<file path="src/rtl/mcs_pkg.sv">
package mcs_pkg;

	// clock rate and documented response limits
	localparam int CLK_MHZ = 100;
	localparam int T_INIT_MS = 2000;
	localparam int T_RESET_MIN_US = 2;
	localparam int T_LOW_POWER_PIN_US = 100;
	localparam int T_IRQ_ON_MS = 200;
	localparam int T_IRQ_OFF_US = 500;
	localparam int T_SEL_US = 100;

	// cycle counts derived from the limits
	localparam int INIT_CYC = T_INIT_MS * CLK_MHZ * 1000;
	localparam int RESET_MIN_CYC = T_RESET_MIN_US * CLK_MHZ;

	// register byte offsets
	localparam logic [7:0] OFF_CTRL = 8'h00;
	localparam logic [7:0] OFF_FLAGS = 8'h04;
	localparam logic [7:0] OFF_MASK = 8'h08;
	localparam logic [7:0] OFF_STATE = 8'h0C;

	// field positions
	localparam int CTRL_PDOWN_BIT = 0;
	localparam int ST_DNR_BIT = 0;
	localparam int ST_LP_BIT = 1;
	localparam int ST_BUS_BIT = 2;
	localparam int ST_IRQ_BIT = 3;
	localparam int ST_BUSY_BIT = 4;
	localparam int ST_STOPS_LSB = 8;

	// reset values
	localparam logic [3:0] FLAGS_RST = 4'h0;
	localparam logic [3:0] MASK_RST = 4'h0;

	// axi responses
	localparam logic [1:0] RESP_OKAY = 2'b00;
	localparam logic [1:0] RESP_SLVERR = 2'b10;

	// sticky flag layout, also used for the mask
	typedef struct packed {
		logic other;
		logic tx_fault;
		logic rx_loss;
		logic init_done;
	} mcs_flags_t;

	// synchronised management pins
	typedef struct packed {
		logic reset_n;
		logic sel_n;
		logic lp;
		logic scl;
		logic sda;
	} mcs_pins_t;

endpackage : mcs_pkg

</file>
<file path="src/rtl/mcs_ctrl_status.sv">
// Notes on behaviour
// (RULE1) fully functional within 2000 ms of start
// (RULE2) reset needs low pulse over 2 us
// (RULE3) serial bus answers within 2000 ms
// (RULE4) clear data-not-ready and raise interrupt
// (RULE5) functional within 2000 ms after reset release
// (RULE6) low-power pin lowers power within 100 us
// (RULE7) interrupt low within 200 ms of cause
// (RULE8) read clears flag, interrupt releases quickly
// (RULE9) signal loss sets bit and interrupt
// (RULE10) any condition sets flag and interrupt
// (RULE11) mask set suppresses interrupt within 100 ms
// (RULE12) mask clear resumes interrupt within 100 ms
// (RULE13) select asserted enables bus within 100 us
// (RULE14) select released disables bus within 100 us
// (RULE15) power-down bit lowers power within 100 ms
// (RULE16) power-down clear restores function within 300 ms
// (RULE17) soft timing counts from clock fall after stop
// (RULE18) internal timers bound every transition
//
// Our own choices: the AXI4-Lite slave port and the register addresses.
`timescale 1ns/1ps
`default_nettype none

module mcs_ctrl_status
	import mcs_pkg::*;
#(
	parameter int INIT_CYCLES = INIT_CYC,
	parameter int RESET_MIN_CYCLES = RESET_MIN_CYC
) (
	// clock and reset
	input wire logic aclk,
	input wire logic aresetn,
	// axi4-lite write address and data
	input wire logic [7:0] s_axi_awaddr,
	input wire logic s_axi_awvalid,
	output logic s_axi_awready,
	input wire logic [31:0] s_axi_wdata,
	input wire logic [3:0] s_axi_wstrb,
	input wire logic s_axi_wvalid,
	output logic s_axi_wready,
	// axi4-lite write response
	output logic [1:0] s_axi_bresp,
	output logic s_axi_bvalid,
	input wire logic s_axi_bready,
	// axi4-lite read
	input wire logic [7:0] s_axi_araddr,
	input wire logic s_axi_arvalid,
	output logic s_axi_arready,
	output logic [31:0] s_axi_rdata,
	output logic [1:0] s_axi_rresp,
	output logic s_axi_rvalid,
	input wire logic s_axi_rready,
	// management pins from the host
	input wire logic reset_in_active_low,
	input wire logic bus_select_in_active_low,
	input wire logic low_power_pin,
	input wire logic scl_in,
	input wire logic sda_in,
	// module conditions from the datapath
	input wire logic rx_loss_in,
	input wire logic tx_fault_in,
	input wire logic other_cond_in,
	// outputs
	output logic irq_out_active_low,
	output logic irq,
	output logic low_power_out,
	output logic bus_enable_out,
	output logic data_not_ready_out
);

	// two-stage synchronisers for the pins
	mcs_pins_t pins_meta_reg;
	mcs_pins_t pins_reg;
	always_ff @(posedge aclk) begin
		if (!aresetn) begin
			pins_meta_reg <= '{reset_n: 1'b1, sel_n: 1'b1, lp: 1'b0, scl: 1'b1, sda: 1'b1};
			pins_reg <= '{reset_n: 1'b1, sel_n: 1'b1, lp: 1'b0, scl: 1'b1, sda: 1'b1};
		end else begin
			pins_meta_reg <= '{reset_n: reset_in_active_low, sel_n: bus_select_in_active_low,
				lp: low_power_pin, scl: scl_in, sda: sda_in};
			pins_reg <= pins_meta_reg;
		end
	end

	// delayed copies for edge detection
	logic scl_d_reg;
	logic sda_d_reg;
	always_ff @(posedge aclk) begin
		if (!aresetn) begin
			scl_d_reg <= 1'b1;
			sda_d_reg <= 1'b1;
		end else begin
			scl_d_reg <= pins_reg.scl;
			sda_d_reg <= pins_reg.sda;
		end
	end

	// reset pulse filter: only a low longer than the minimum counts
	logic [15:0] rst_low_cnt_reg;
	logic rst_seen_reg;
	always_ff @(posedge aclk) begin
		if (!aresetn) begin
			rst_low_cnt_reg <= 16'h0000;
			rst_seen_reg <= 1'b0;
		end else if (pins_reg.reset_n) begin
			rst_low_cnt_reg <= 16'h0000;
			rst_seen_reg <= 1'b0;
		end else if (rst_low_cnt_reg > 16'(RESET_MIN_CYCLES)) begin
			rst_seen_reg <= 1'b1; // [RULE2]
		end else begin
			rst_low_cnt_reg <= rst_low_cnt_reg + 16'h0001;
		end
	end

	// bus start and stop detection on the sampled serial lines
	logic start_ev;
	logic stop_ev;
	logic scl_fall;
	assign start_ev = pins_reg.scl && scl_d_reg && sda_d_reg && !pins_reg.sda;
	assign stop_ev = pins_reg.scl && scl_d_reg && !sda_d_reg && pins_reg.sda;
	assign scl_fall = scl_d_reg && !pins_reg.scl;

	// stop seen, waiting for the next clock fall
	logic stop_pend_reg;
	logic bus_busy_reg;
	logic [7:0] stop_cnt_reg;
	logic txn_done;
	assign txn_done = stop_pend_reg && scl_fall;
	always_ff @(posedge aclk) begin
		if (!aresetn) begin
			stop_pend_reg <= 1'b0;
			bus_busy_reg <= 1'b0;
			stop_cnt_reg <= 8'h00;
		end else begin
			if (stop_ev) begin
				stop_pend_reg <= 1'b1;
			end else if (txn_done) begin
				stop_pend_reg <= 1'b0;
			end
			if (start_ev) begin
				bus_busy_reg <= 1'b1;
			end else if (stop_ev) begin
				bus_busy_reg <= 1'b0;
			end
			if (txn_done) begin
				stop_cnt_reg <= stop_cnt_reg + 8'h01; // [RULE17]
			end
		end
	end

	// initialisation timer after power-on or reset release
	logic [31:0] init_cnt_reg;
	logic init_busy_reg;
	logic init_end;
	assign init_end = init_busy_reg && (init_cnt_reg == 32'(INIT_CYCLES - 1));
	always_ff @(posedge aclk) begin
		if (!aresetn) begin
			init_cnt_reg <= 32'h0000_0000;
			init_busy_reg <= 1'b1;
		end else if (rst_seen_reg) begin
			init_cnt_reg <= 32'h0000_0000;
			init_busy_reg <= 1'b1;
		end else if (init_end) begin
			init_busy_reg <= 1'b0; // [RULE1] [RULE5] [RULE18]
		end else if (init_busy_reg && pins_reg.reset_n) begin
			init_cnt_reg <= init_cnt_reg + 32'h0000_0001;
		end
	end

	// condition edge detectors
	mcs_flags_t cond_d_reg;
	mcs_flags_t ev;
	always_ff @(posedge aclk) begin
		if (!aresetn) begin
			cond_d_reg <= FLAGS_RST;
		end else begin
			cond_d_reg <= '{other: other_cond_in, tx_fault: tx_fault_in,
				rx_loss: rx_loss_in, init_done: 1'b0};
		end
	end
	assign ev = '{other: other_cond_in && !cond_d_reg.other,
		tx_fault: tx_fault_in && !cond_d_reg.tx_fault,
		rx_loss: rx_loss_in && !cond_d_reg.rx_loss,
		init_done: init_end};

	// axi write path: address and data taken together
	logic wr_go;
	logic [7:0] wr_addr_reg;
	assign wr_go = s_axi_awvalid && s_axi_wvalid && !s_axi_awready && !s_axi_bvalid;
	always_ff @(posedge aclk) begin
		if (!aresetn) begin
			s_axi_awready <= 1'b0;
			s_axi_wready <= 1'b0;
			wr_addr_reg <= 8'h00;
		end else begin
			s_axi_awready <= wr_go;
			s_axi_wready <= wr_go;
			if (wr_go) begin
				wr_addr_reg <= s_axi_awaddr;
			end
		end
	end

	// write strobe and response
	logic wr_fire;
	assign wr_fire = s_axi_awready && s_axi_wready;
	always_ff @(posedge aclk) begin
		if (!aresetn) begin
			s_axi_bvalid <= 1'b0;
			s_axi_bresp <= RESP_OKAY;
		end else if (wr_fire) begin
			s_axi_bvalid <= 1'b1;
			s_axi_bresp <= (wr_addr_reg == OFF_CTRL || wr_addr_reg == OFF_MASK ||
				wr_addr_reg == OFF_FLAGS) ? RESP_OKAY : RESP_SLVERR;
		end else if (s_axi_bready) begin
			s_axi_bvalid <= 1'b0;
		end
	end

	// control and mask registers
	logic pdown_reg;
	mcs_flags_t mask_reg;
	always_ff @(posedge aclk) begin
		if (!aresetn) begin
			pdown_reg <= 1'b0;
			mask_reg <= MASK_RST;
		end else if (wr_fire && s_axi_wstrb[0]) begin
			if (wr_addr_reg == OFF_CTRL) begin
				pdown_reg <= s_axi_wdata[CTRL_PDOWN_BIT]; // [RULE15] [RULE16]
			end
			if (wr_addr_reg == OFF_MASK) begin
				mask_reg <= s_axi_wdata[3:0]; // [RULE11] [RULE12]
			end
		end
	end

	// axi read path
	logic rd_go;
	logic rd_fire;
	logic [7:0] rd_addr_reg;
	assign rd_go = s_axi_arvalid && !s_axi_arready && !s_axi_rvalid;
	assign rd_fire = s_axi_arready && s_axi_arvalid;
	always_ff @(posedge aclk) begin
		if (!aresetn) begin
			s_axi_arready <= 1'b0;
			rd_addr_reg <= 8'h00;
		end else begin
			s_axi_arready <= rd_go;
			if (rd_go) begin
				rd_addr_reg <= s_axi_araddr;
			end
		end
	end

	// sticky flags: events set, a read of the flags clears, set wins
	mcs_flags_t flags_reg;
	logic flags_rd;
	assign flags_rd = rd_fire && (rd_addr_reg == OFF_FLAGS);
	always_ff @(posedge aclk) begin
		if (!aresetn) begin
			flags_reg <= FLAGS_RST;
		end else if (flags_rd) begin
			flags_reg <= ev; // [RULE8]
		end else begin
			flags_reg <= flags_reg | ev; // [RULE4] [RULE9] [RULE10]
		end
	end

	// read data mux
	logic [31:0] state_word;
	always_comb begin
		state_word = 32'h0000_0000;
		state_word[ST_DNR_BIT] = data_not_ready_out;
		state_word[ST_LP_BIT] = low_power_out;
		state_word[ST_BUS_BIT] = bus_enable_out;
		state_word[ST_IRQ_BIT] = irq;
		state_word[ST_BUSY_BIT] = bus_busy_reg;
		state_word[ST_STOPS_LSB +: 8] = stop_cnt_reg;
	end
	always_ff @(posedge aclk) begin
		if (!aresetn) begin
			s_axi_rvalid <= 1'b0;
			s_axi_rdata <= 32'h0000_0000;
			s_axi_rresp <= RESP_OKAY;
		end else if (rd_fire) begin
			s_axi_rvalid <= 1'b1;
			s_axi_rresp <= RESP_OKAY;
			unique case (rd_addr_reg)
				OFF_CTRL: s_axi_rdata <= {31'h0000_0000, pdown_reg};
				OFF_FLAGS: s_axi_rdata <= {28'h000_0000, flags_reg};
				OFF_MASK: s_axi_rdata <= {28'h000_0000, mask_reg};
				OFF_STATE: s_axi_rdata <= state_word;
				default: begin
					s_axi_rdata <= 32'h0000_0000;
					s_axi_rresp <= RESP_SLVERR;
				end
			endcase
		end else if (s_axi_rready) begin
			s_axi_rvalid <= 1'b0;
		end
	end

	// interrupt outputs follow unmasked flags one cycle later
	always_ff @(posedge aclk) begin
		if (!aresetn) begin
			irq <= 1'b0;
			irq_out_active_low <= 1'b1;
		end else begin
			irq <= |(flags_reg & ~mask_reg); // [RULE7] [RULE11] [RULE12]
			irq_out_active_low <= ~|(flags_reg & ~mask_reg); // [RULE4] [RULE8]
		end
	end

	// power level, bus gating and data-not-ready
	always_ff @(posedge aclk) begin
		if (!aresetn) begin
			low_power_out <= 1'b0;
			bus_enable_out <= 1'b0;
			data_not_ready_out <= 1'b1;
		end else begin
			low_power_out <= pins_reg.lp || pdown_reg; // [RULE6] [RULE15] [RULE16]
			bus_enable_out <= !init_busy_reg && !pins_reg.sel_n; // [RULE3] [RULE13] [RULE14]
			data_not_ready_out <= init_busy_reg; // [RULE4]
		end
	end
endmodule : mcs_ctrl_status

`default_nettype wire

</file>
<file path="config.mk">
export PLATFORM = sky130hd
export DESIGN_NAME = mcs_ctrl_status
export DESIGN_NICKNAME = d
export VERILOG_FILES = /design/src/rtl/mcs_pkg.sv /design/src/rtl/mcs_ctrl_status.sv
export SDC_FILE = /design/constraint.sdc
export NUM_CORES = 1
export LEC_CHECK = 0
export BUFFER_PORTS_ARGS = -buffer_cell sky130_fd_sc_hd__buf_2
export CORE_MARGIN = 2
export CORE_UTILIZATION = 54
export DETAILED_ROUTE_END_ITERATION = 12
export PLACE_DENSITY = 0.82
export RECOVER_POWER = 50
export SYNTH_ARGS = -nofsm -noshare
export SYNTH_HDL_FRONTEND = slang
export SYNTH_SLANG_ARGS = --single-unit
</file>
<file path="constraint.sdc">
create_clock -name aclk -period 2.46 [get_ports aclk]
set_input_delay 0.492 -clock aclk [delete_from_list [all_inputs] [get_ports aclk]]
set_output_delay 0.492 -clock aclk [all_outputs]
set_load 0.01 [all_outputs]
</file>
==> metrics.log, run 1 <==
INFO  metric post_synth_instance_area = 5190 µm²
INFO  metric power.share.clock = 50.7%
INFO  metric power.leakage = 2.35 nW
INFO  metric clock_insertion_delay_worst_skew = 0.52 ns
INFO  metric largest_net_degree_at_the_start_of_global_routing = 73
INFO  metric stdcell_count = 772
INFO  metric numClockSinks = 124
INFO  metric post-route-util = 65.6%
INFO  metric p_sw = 1.03 mW
INFO  metric antenna_diode_count = 0
INFO  metric core_area = 9280 µm²
INFO  metric drt_pass1_iterations = 5
INFO  metric p_total = 4.67 mW
INFO  metric synth.yosys.warnings = 0
INFO  metric numCtsBuffers = 17
INFO  metric ys_seq_elements = 124
INFO  metric async_reset_ff_share = 0%
INFO  metric rsz0062_at_grt = false
INFO  metric grt_pass1_wl = 18.0 mm
INFO  metric fp.dieH = 102 µm
INFO  metric dr_total_vias = 4230
INFO  metric cap_violations = 0
INFO  metric max_slew_margin = 24.0%
INFO  metric vdd.ir_drop.worst = 0.000438 V
INFO  metric preCtsSetupSlack = 0.211 ns
INFO  metric start_util = 56.0%
INFO  metric comb_power_share = 4.5%
INFO  metric critPathRequiredTime = 2.91 ns
INFO  metric worstSetupEndpointType = flip-flop
INFO  metric gr-usage-all-layers = 21.7%
INFO  metric io_pins = 113
INFO  metric place.gp.congestion = 0.841
INFO  metric area.growth.synth_to_final = 17.2%
INFO  metric internal-power = 3.64 mW
INFO  metric power_frac_seq = 44.8%
INFO  metric die_width = 102 µm
INFO  metric ctsResizeCount = 0
INFO  metric report.final.setup_viol = 0
INFO  metric achievable-frequency = 0.439 GHz
INFO  metric worst_slew_pin_slew = 1.14 ns
INFO  metric fin_skew = 0.00833 ns
INFO  metric critical_path_arrival = 2.72 ns
INFO  metric cell_area_after_layout = 6090 µm²
INFO  metric synth.lib_cells_used.distinct = 55
INFO  metric place_area = 5540 µm²
INFO  metric grt_antenna_before_repair = 0
INFO  metric min_period = 2.28 ns
INFO  metric design.final.nets = 701
INFO  metric port_buffers = 60
INFO  metric largest_reg_flops = 32
INFO  metric ratio_of_final_minimum_period_to_clock_period = 92.6%
INFO  metric root_buffer = sky130_fd_sc_hd__clkbuf_8
INFO  metric ys.flop_type = sky130_fd_sc_hd__dfxtp_1
INFO  metric vias_per_instance = 5.48
INFO  metric cts_setup_buffers = 0
INFO  metric slew_violations = 0
INFO  metric layout.cells.most_common = sky130_fd_sc_hd__dfxtp_1
INFO  metric hpwl = 7.28 mm
INFO  metric power_per_cell_area = 767 nW/µm²
INFO  metric ys_seq_area_share = 47.8%
INFO  metric synth_edf_count = 0
INFO  metric drt_drc_violations_left = 0
INFO  metric wirelength = 10.8 mm
INFO  metric critical_path.startpoint_type = flip-flop
INFO  metric postRouteAntennaNets = 0
INFO  metric proportion_of_layout_cells_with_a_drive_suffix_above_1 = 13.4%
INFO  metric setup_total_negative_slack = 0 ns
INFO  metric syn-instance-count = 567
INFO  metric design.die.area = 10400 µm²
INFO  metric rows = 35
INFO  metric postLayoutSetupSlackWorst = 0.182 ns
INFO  metric power.switching_fraction = 22.0%
INFO  metric placed_cells = 740
INFO  metric path_clk_slew = 0.06 ns
INFO  metric synth_area_per_cell = 9.16 µm²
INFO  metric worst-path-max-fanout = 8
INFO  metric hold_fix_buffer_count_after_cts = 0
INFO  metric run_status = completed
INFO  metric min_path_type = in -> reg
INFO  metric final.hold.worst_slack = 0.153 ns
INFO  metric routed_wire_length_per_instance = 14.0 µm
INFO  metric crit_type = reg -> reg
INFO  metric drt_iter0_markers = 230
INFO  metric grt_pass1_vias = 4080
INFO  metric grt.overflow.total = 0
INFO  metric tritoncts_clock_tree = built
INFO  metric layout.cells.most_common_list = 124 x sky130_fd_sc_hd__dfxtp_1, 47 x sky130_fd_sc_hd__nand2_1, 42 x sky130_fd_sc_hd__buf_2
INFO  metric report.final.hold_viol_count = 0
INFO  metric cts-root-to-sink-buffers = 2
INFO  metric ctsHtreeMaxLevel = 4
## metal layers
layer	GRT usage (%)	wire [µm]
met1	26.2	4610
met2	36.2	5340
met3	5.68	644
met4	10.2	179
met5	0	0
## worst max-delay path: stages, from the launching register on
cell and delay (ns):
sky130_fd_sc_hd__dfxtp_1 0.43, sky130_fd_sc_hd__nand3_2 0.11, sky130_fd_sc_hd__or4_4 0.57, sky130_fd_sc_hd__or3_1 0.50
sky130_fd_sc_hd__or4_1 0.45, sky130_fd_sc_hd__a21oi_1 0.15
## worst paths after layout
check	to	cells past startpoint	startpoint	slack, ns
worst max-delay path	init_cnt_reg[25]	5	init_cnt_reg[2]	0.18
worst min-delay path	pins_meta_reg[0]	2	sda_in	0.15
worst max register to register	init_cnt_reg[25]	5	init_cnt_reg[2]	0.18
worst min register to register	bus_enable_out	1	pins_reg[3]	0.39
## power groups by stage
stage / registers (mW) / logic [mW] / clock network [mW]
4_1_cts: 2.09 / 0.210 / 2.39
5_1_grt: 2.10 / 0.234 / 2.49
6_report: 2.09 / 0.208 / 2.37
3_3_place_gp: 2.13 / 0.199 / 0
2_1_floorplan: 2.13 / 0.166 / 0
3_5_place_dp: 2.13 / 0.208 / 0
## area by class of cell
| type | instances | area [µm²] |
|---|---|---|
| flip-flops and latches | 124 | 2480 |
| fillers | 738 | 3200 |
| inverters | 19 | 71.3 |
| clock inverters | 10 | 115 |
| repair buffers | 68 | 332 |
| clock buffers | 22 | 453 |
| well taps | 129 | 161 |
| multi-input cells | 400 | 2470 |
## Yosys cell counts (all sizes together), types with 10 or more instances
| cell | instances | share of area, % |
|---|---|---|
| nand2 | 47 | 3.4 |
| a21boi | 11 | 1.6 |
| a22oi | 13 | 1.9 |
| and2 | 23 | 2.8 |
| a21oi | 16 | 1.5 |
| nand4 | 15 | 1.8 |
| clkbuf | 19 | 1.4 |
| nand3 | 17 | 1.7 |
| nand2b | 17 | 2.0 |
| o21ai | 19 | 1.8 |
| and3 | 10 | 1.2 |
| mux2i | 17 | 3.3 |
| inv | 19 | 1.4 |
| dfxtp | 124 | 48 |
| or4 | 10 | 1.5 |
| buf | 25 | 3.4 |
| nor2 | 32 | 2.3 |
| xnor2 | 14 | 2.4 |
| nor2b | 31 | 3.7 |
## cell families (layout without fill, tap and decap cells)
family | count (synthesis) | count (layout) | synth area share (%)
other | 1 | 21 | 0.0722
buffers and inverters | 63 | 119 | 6.19
AO/OA/AOI/OAI | 95 | 95 | 12.1
AND/OR/NAND/NOR | 240 | 240 | 25.5
XOR/XNOR | 22 | 22 | 3.71
flip-flops | 124 | 124 | 47.8
multiplexers | 18 | 18 | 3.71
adder cells (fa/ha/maj) | 4 | 4 | 0.963
(Power assumes the default switching activity.)
==> run 2: changes to the inputs <==
CORE_MARGIN = 4   (was 2)
==> metrics.log, run 2 (same netlist as run 1, synthesis figures left out) <==
INFO  metric port_buffers = 60 (unchanged)
INFO  metric report.final.setup_viol = 0 (unchanged)
INFO  metric antenna_diode_count = 0 (unchanged)
INFO  metric die_width = 106 µm (was 102 µm)
INFO  metric p_total = 4.58 mW (was 4.67 mW)
INFO  metric hpwl = 7.61 mm (was 7.28 mm)
INFO  metric setup_total_negative_slack = 0 ns (unchanged)
INFO  metric clock_insertion_delay_worst_skew = 0.51 ns (was 0.52 ns)
INFO  metric drt_pass1_iterations = 6 (was 5)
INFO  metric rsz0062_at_grt = false (unchanged)
INFO  metric critical_path_arrival = 2.78 ns (was 2.72 ns)
INFO  metric post-route-util = 65.5% (was 65.6%)
INFO  metric gr-usage-all-layers = 19.5% (was 21.7%)
INFO  metric numClockSinks = 124 (unchanged)
INFO  metric power.leakage = 2.34 nW (was 2.35 nW)
INFO  metric tritoncts_clock_tree = built (unchanged)
INFO  metric postRouteAntennaNets = 0 (unchanged)
INFO  metric timing.reg2reg.worst_path_depth = 5 (unchanged)
INFO  metric place.gp.congestion = 0.913 (was 0.841)
INFO  metric vias_per_instance = 5.38 (was 5.48)
INFO  metric stdcell_count = 774 (was 772)
INFO  metric run_status = complete, but fails checks (was completed)
INFO  metric cap_violations = 1 (was 0)
INFO  metric max_slew_margin = -4.14% (was 24.0%)
INFO  metric dr_total_vias = 4164 (was 4230)
INFO  metric path_clk_slew = 0.06 ns (about the same)
INFO  metric routed_wire_length_per_instance = 13.9 µm (was 14.0 µm)
INFO  metric report.final.hold_viol_count = 0 (unchanged)
INFO  metric core_area = 9280 µm² (unchanged)
INFO  metric reg2reg_from = init_cnt_reg[2] (unchanged)
INFO  metric slew_violations = 49 (was 0)
INFO  metric layout.cells.most_common = sky130_fd_sc_hd__dfxtp_1 (unchanged)
INFO  metric rows = 35 (unchanged)
INFO  metric drt_iter0_markers = 196 (was 230)
INFO  metric numCtsBuffers = 17 (unchanged)
INFO  metric crit_type = reg -> reg (unchanged)
INFO  metric grt.overflow.total = 0 (unchanged)
INFO  metric achievable-frequency = 0.426 GHz (was 0.439 GHz)
INFO  metric critical_path.startpoint_type = flip-flop (unchanged)
INFO  metric min_period = 2.34 ns (was 2.28 ns)
INFO  metric wirelength = 10.7 mm (was 10.8 mm)
INFO  metric placed_cells = 742 (was 740)
INFO  metric postLayoutSetupSlackWorst = 0.115 ns (was 0.182 ns)
INFO  metric cell_area_after_layout = 6080 µm² (was 6090 µm²)
INFO  metric worst-r2r-setup-slack = 0.12 ns (was 0.18 ns)
INFO  metric drt_drc_violations_left = 0 (unchanged)
INFO  metric critPathRequiredTime = 2.89 ns (was 2.91 ns)
INFO  metric critical_path.endpoint = init_cnt_reg[25] (unchanged)
INFO  metric n_fill_cell = 741 (was 738)
INFO  metric grt_pass1_vias = 4048 (was 4080)
INFO  metric design.die.area = 11300 µm² (was 10400 µm²)
INFO  metric grt_pass1_wl = 18.2 mm (was 18.0 mm)
INFO  metric worst-path-max-fanout = 8 (unchanged)
INFO  metric min_path_type = in -> reg (unchanged)
INFO  metric cts-root-to-sink-buffers = 2 (unchanged)
INFO  metric power_per_cell_area = 754 nW/µm² (was 767 nW/µm²)
INFO  metric ratio_of_final_minimum_period_to_clock_period = 95.3% (was 92.6%)
INFO  metric cts_setup_buffers = 0 (unchanged)
INFO  metric largest_net_degree_at_the_start_of_global_routing = 49 (was 73)
INFO  metric rr_endpoint = init_cnt_reg[25] (unchanged)
INFO  metric place_area = 5560 µm² (was 5540 µm²)
INFO  metric preCtsSetupSlack = 0.167 ns (was 0.211 ns)
INFO  metric fp.dieH = 106 µm (was 102 µm)
INFO  metric worst_slew_pin_slew = 1.56 ns (was 1.14 ns)
INFO  metric worstSetupEndpointType = flip-flop (unchanged)
INFO  metric io_pins = 113 (unchanged)
INFO  metric largest_reg_flops = 32 (unchanged)
INFO  metric ctsResizeCount = 0 (unchanged)
INFO  metric design.final.nets = 703 (was 701)
INFO  metric proportion_of_layout_cells_with_a_drive_suffix_above_1 = 13.8% (was 13.4%)
INFO  metric fin_skew = 0.00774 ns (was 0.00833 ns)
INFO  metric hold_fix_buffer_count_after_cts = 0 (unchanged)
INFO  metric area.growth.synth_to_final = 17.1% (was 17.2%)
INFO  metric final.hold.worst_slack = 0.157 ns (was 0.153 ns)
INFO  metric root_buffer = sky130_fd_sc_hd__clkbuf_8 (unchanged)
INFO  metric ctsHtreeMaxLevel = 4 (unchanged)
INFO  metric grt_antenna_before_repair = 0 (unchanged)
INFO  metric start_util = 56.0% (unchanged)
INFO  metric layout.cells.most_common_list = 124 x sky130_fd_sc_hd__dfxtp_1, 47 x sky130_fd_sc_hd__nand2_1, 42 x sky130_fd_sc_hd__buf_2 (unchanged)
INFO  metric violations = max-capacitance violations, max-slew violations
INFO  metric crit_start = init_cnt_reg[2] (unchanged)
INFO  metric vdd.ir_drop.worst = 0.000445 V (was 0.000438 V)
==> run 2: final cells by class <==
cell class / instances / area (µm²) / share of cell area, %
clock buffer: 17 / 414 / 6.81
clock inverter: 15 / 141 / 2.32
inverter: 19 / 71.3 / 1.17
multi-input combinational: 400 / 2470 / 40.5
sequential: 124 / 2480 / 40.8
tap: 129 / 161 / 2.65
timing repair buffer: 70 / 345 / 5.68
==> run 2: worst min-delay path by stage <==
stage / start / endpoint / slack (ns) / cells past startpoint
5_1_grt: scl_in / pins_meta_reg[1] / 0.14 / 2
3_3_place_gp: pins_reg[3] / bus_enable_out / 0.37 / 1
4_1_cts: scl_in / pins_meta_reg[1] / 0.15 / 2
2_1_floorplan: pins_reg[3] / bus_enable_out / 0.37 / 1
6_report: scl_in / pins_meta_reg[1] / 0.16 / 2
3_5_place_dp: pins_reg[3] / bus_enable_out / 0.37 / 1
==> run 2: metal layers <==
| metal | up-vias | GRT usage (%) | share of wire, % |
|---|---|---|---|
| met5 | - | 0 | 0 |
| met4 | 0 | 6.20 | 0.87 |
| met3 | 9 | 5.16 | 5.3 |
| met2 | 109 | 34.0 | 51 |
| met1 | 1959 | 23.5 | 43 |
| li1 | 2087 | - | - |
==> run 2: power breakdown <==
group          switching [mW]  leakage (nW)  internal (mW)
clock                   0.932         0.259           1.35
sequential             0.0347          1.01           2.06
combinational           0.117          1.08         0.0913
total                    1.08          2.34           3.50
==> run 2: critical path, stage by stage (launching register included) <==
cell	delay, ns
sky130_fd_sc_hd__dfxtp_1	0.44
sky130_fd_sc_hd__nand3_2	0.10
sky130_fd_sc_hd__or4_4	0.56
sky130_fd_sc_hd__or3_1	0.51
sky130_fd_sc_hd__or4_1	0.47
sky130_fd_sc_hd__a21oi_1	0.19
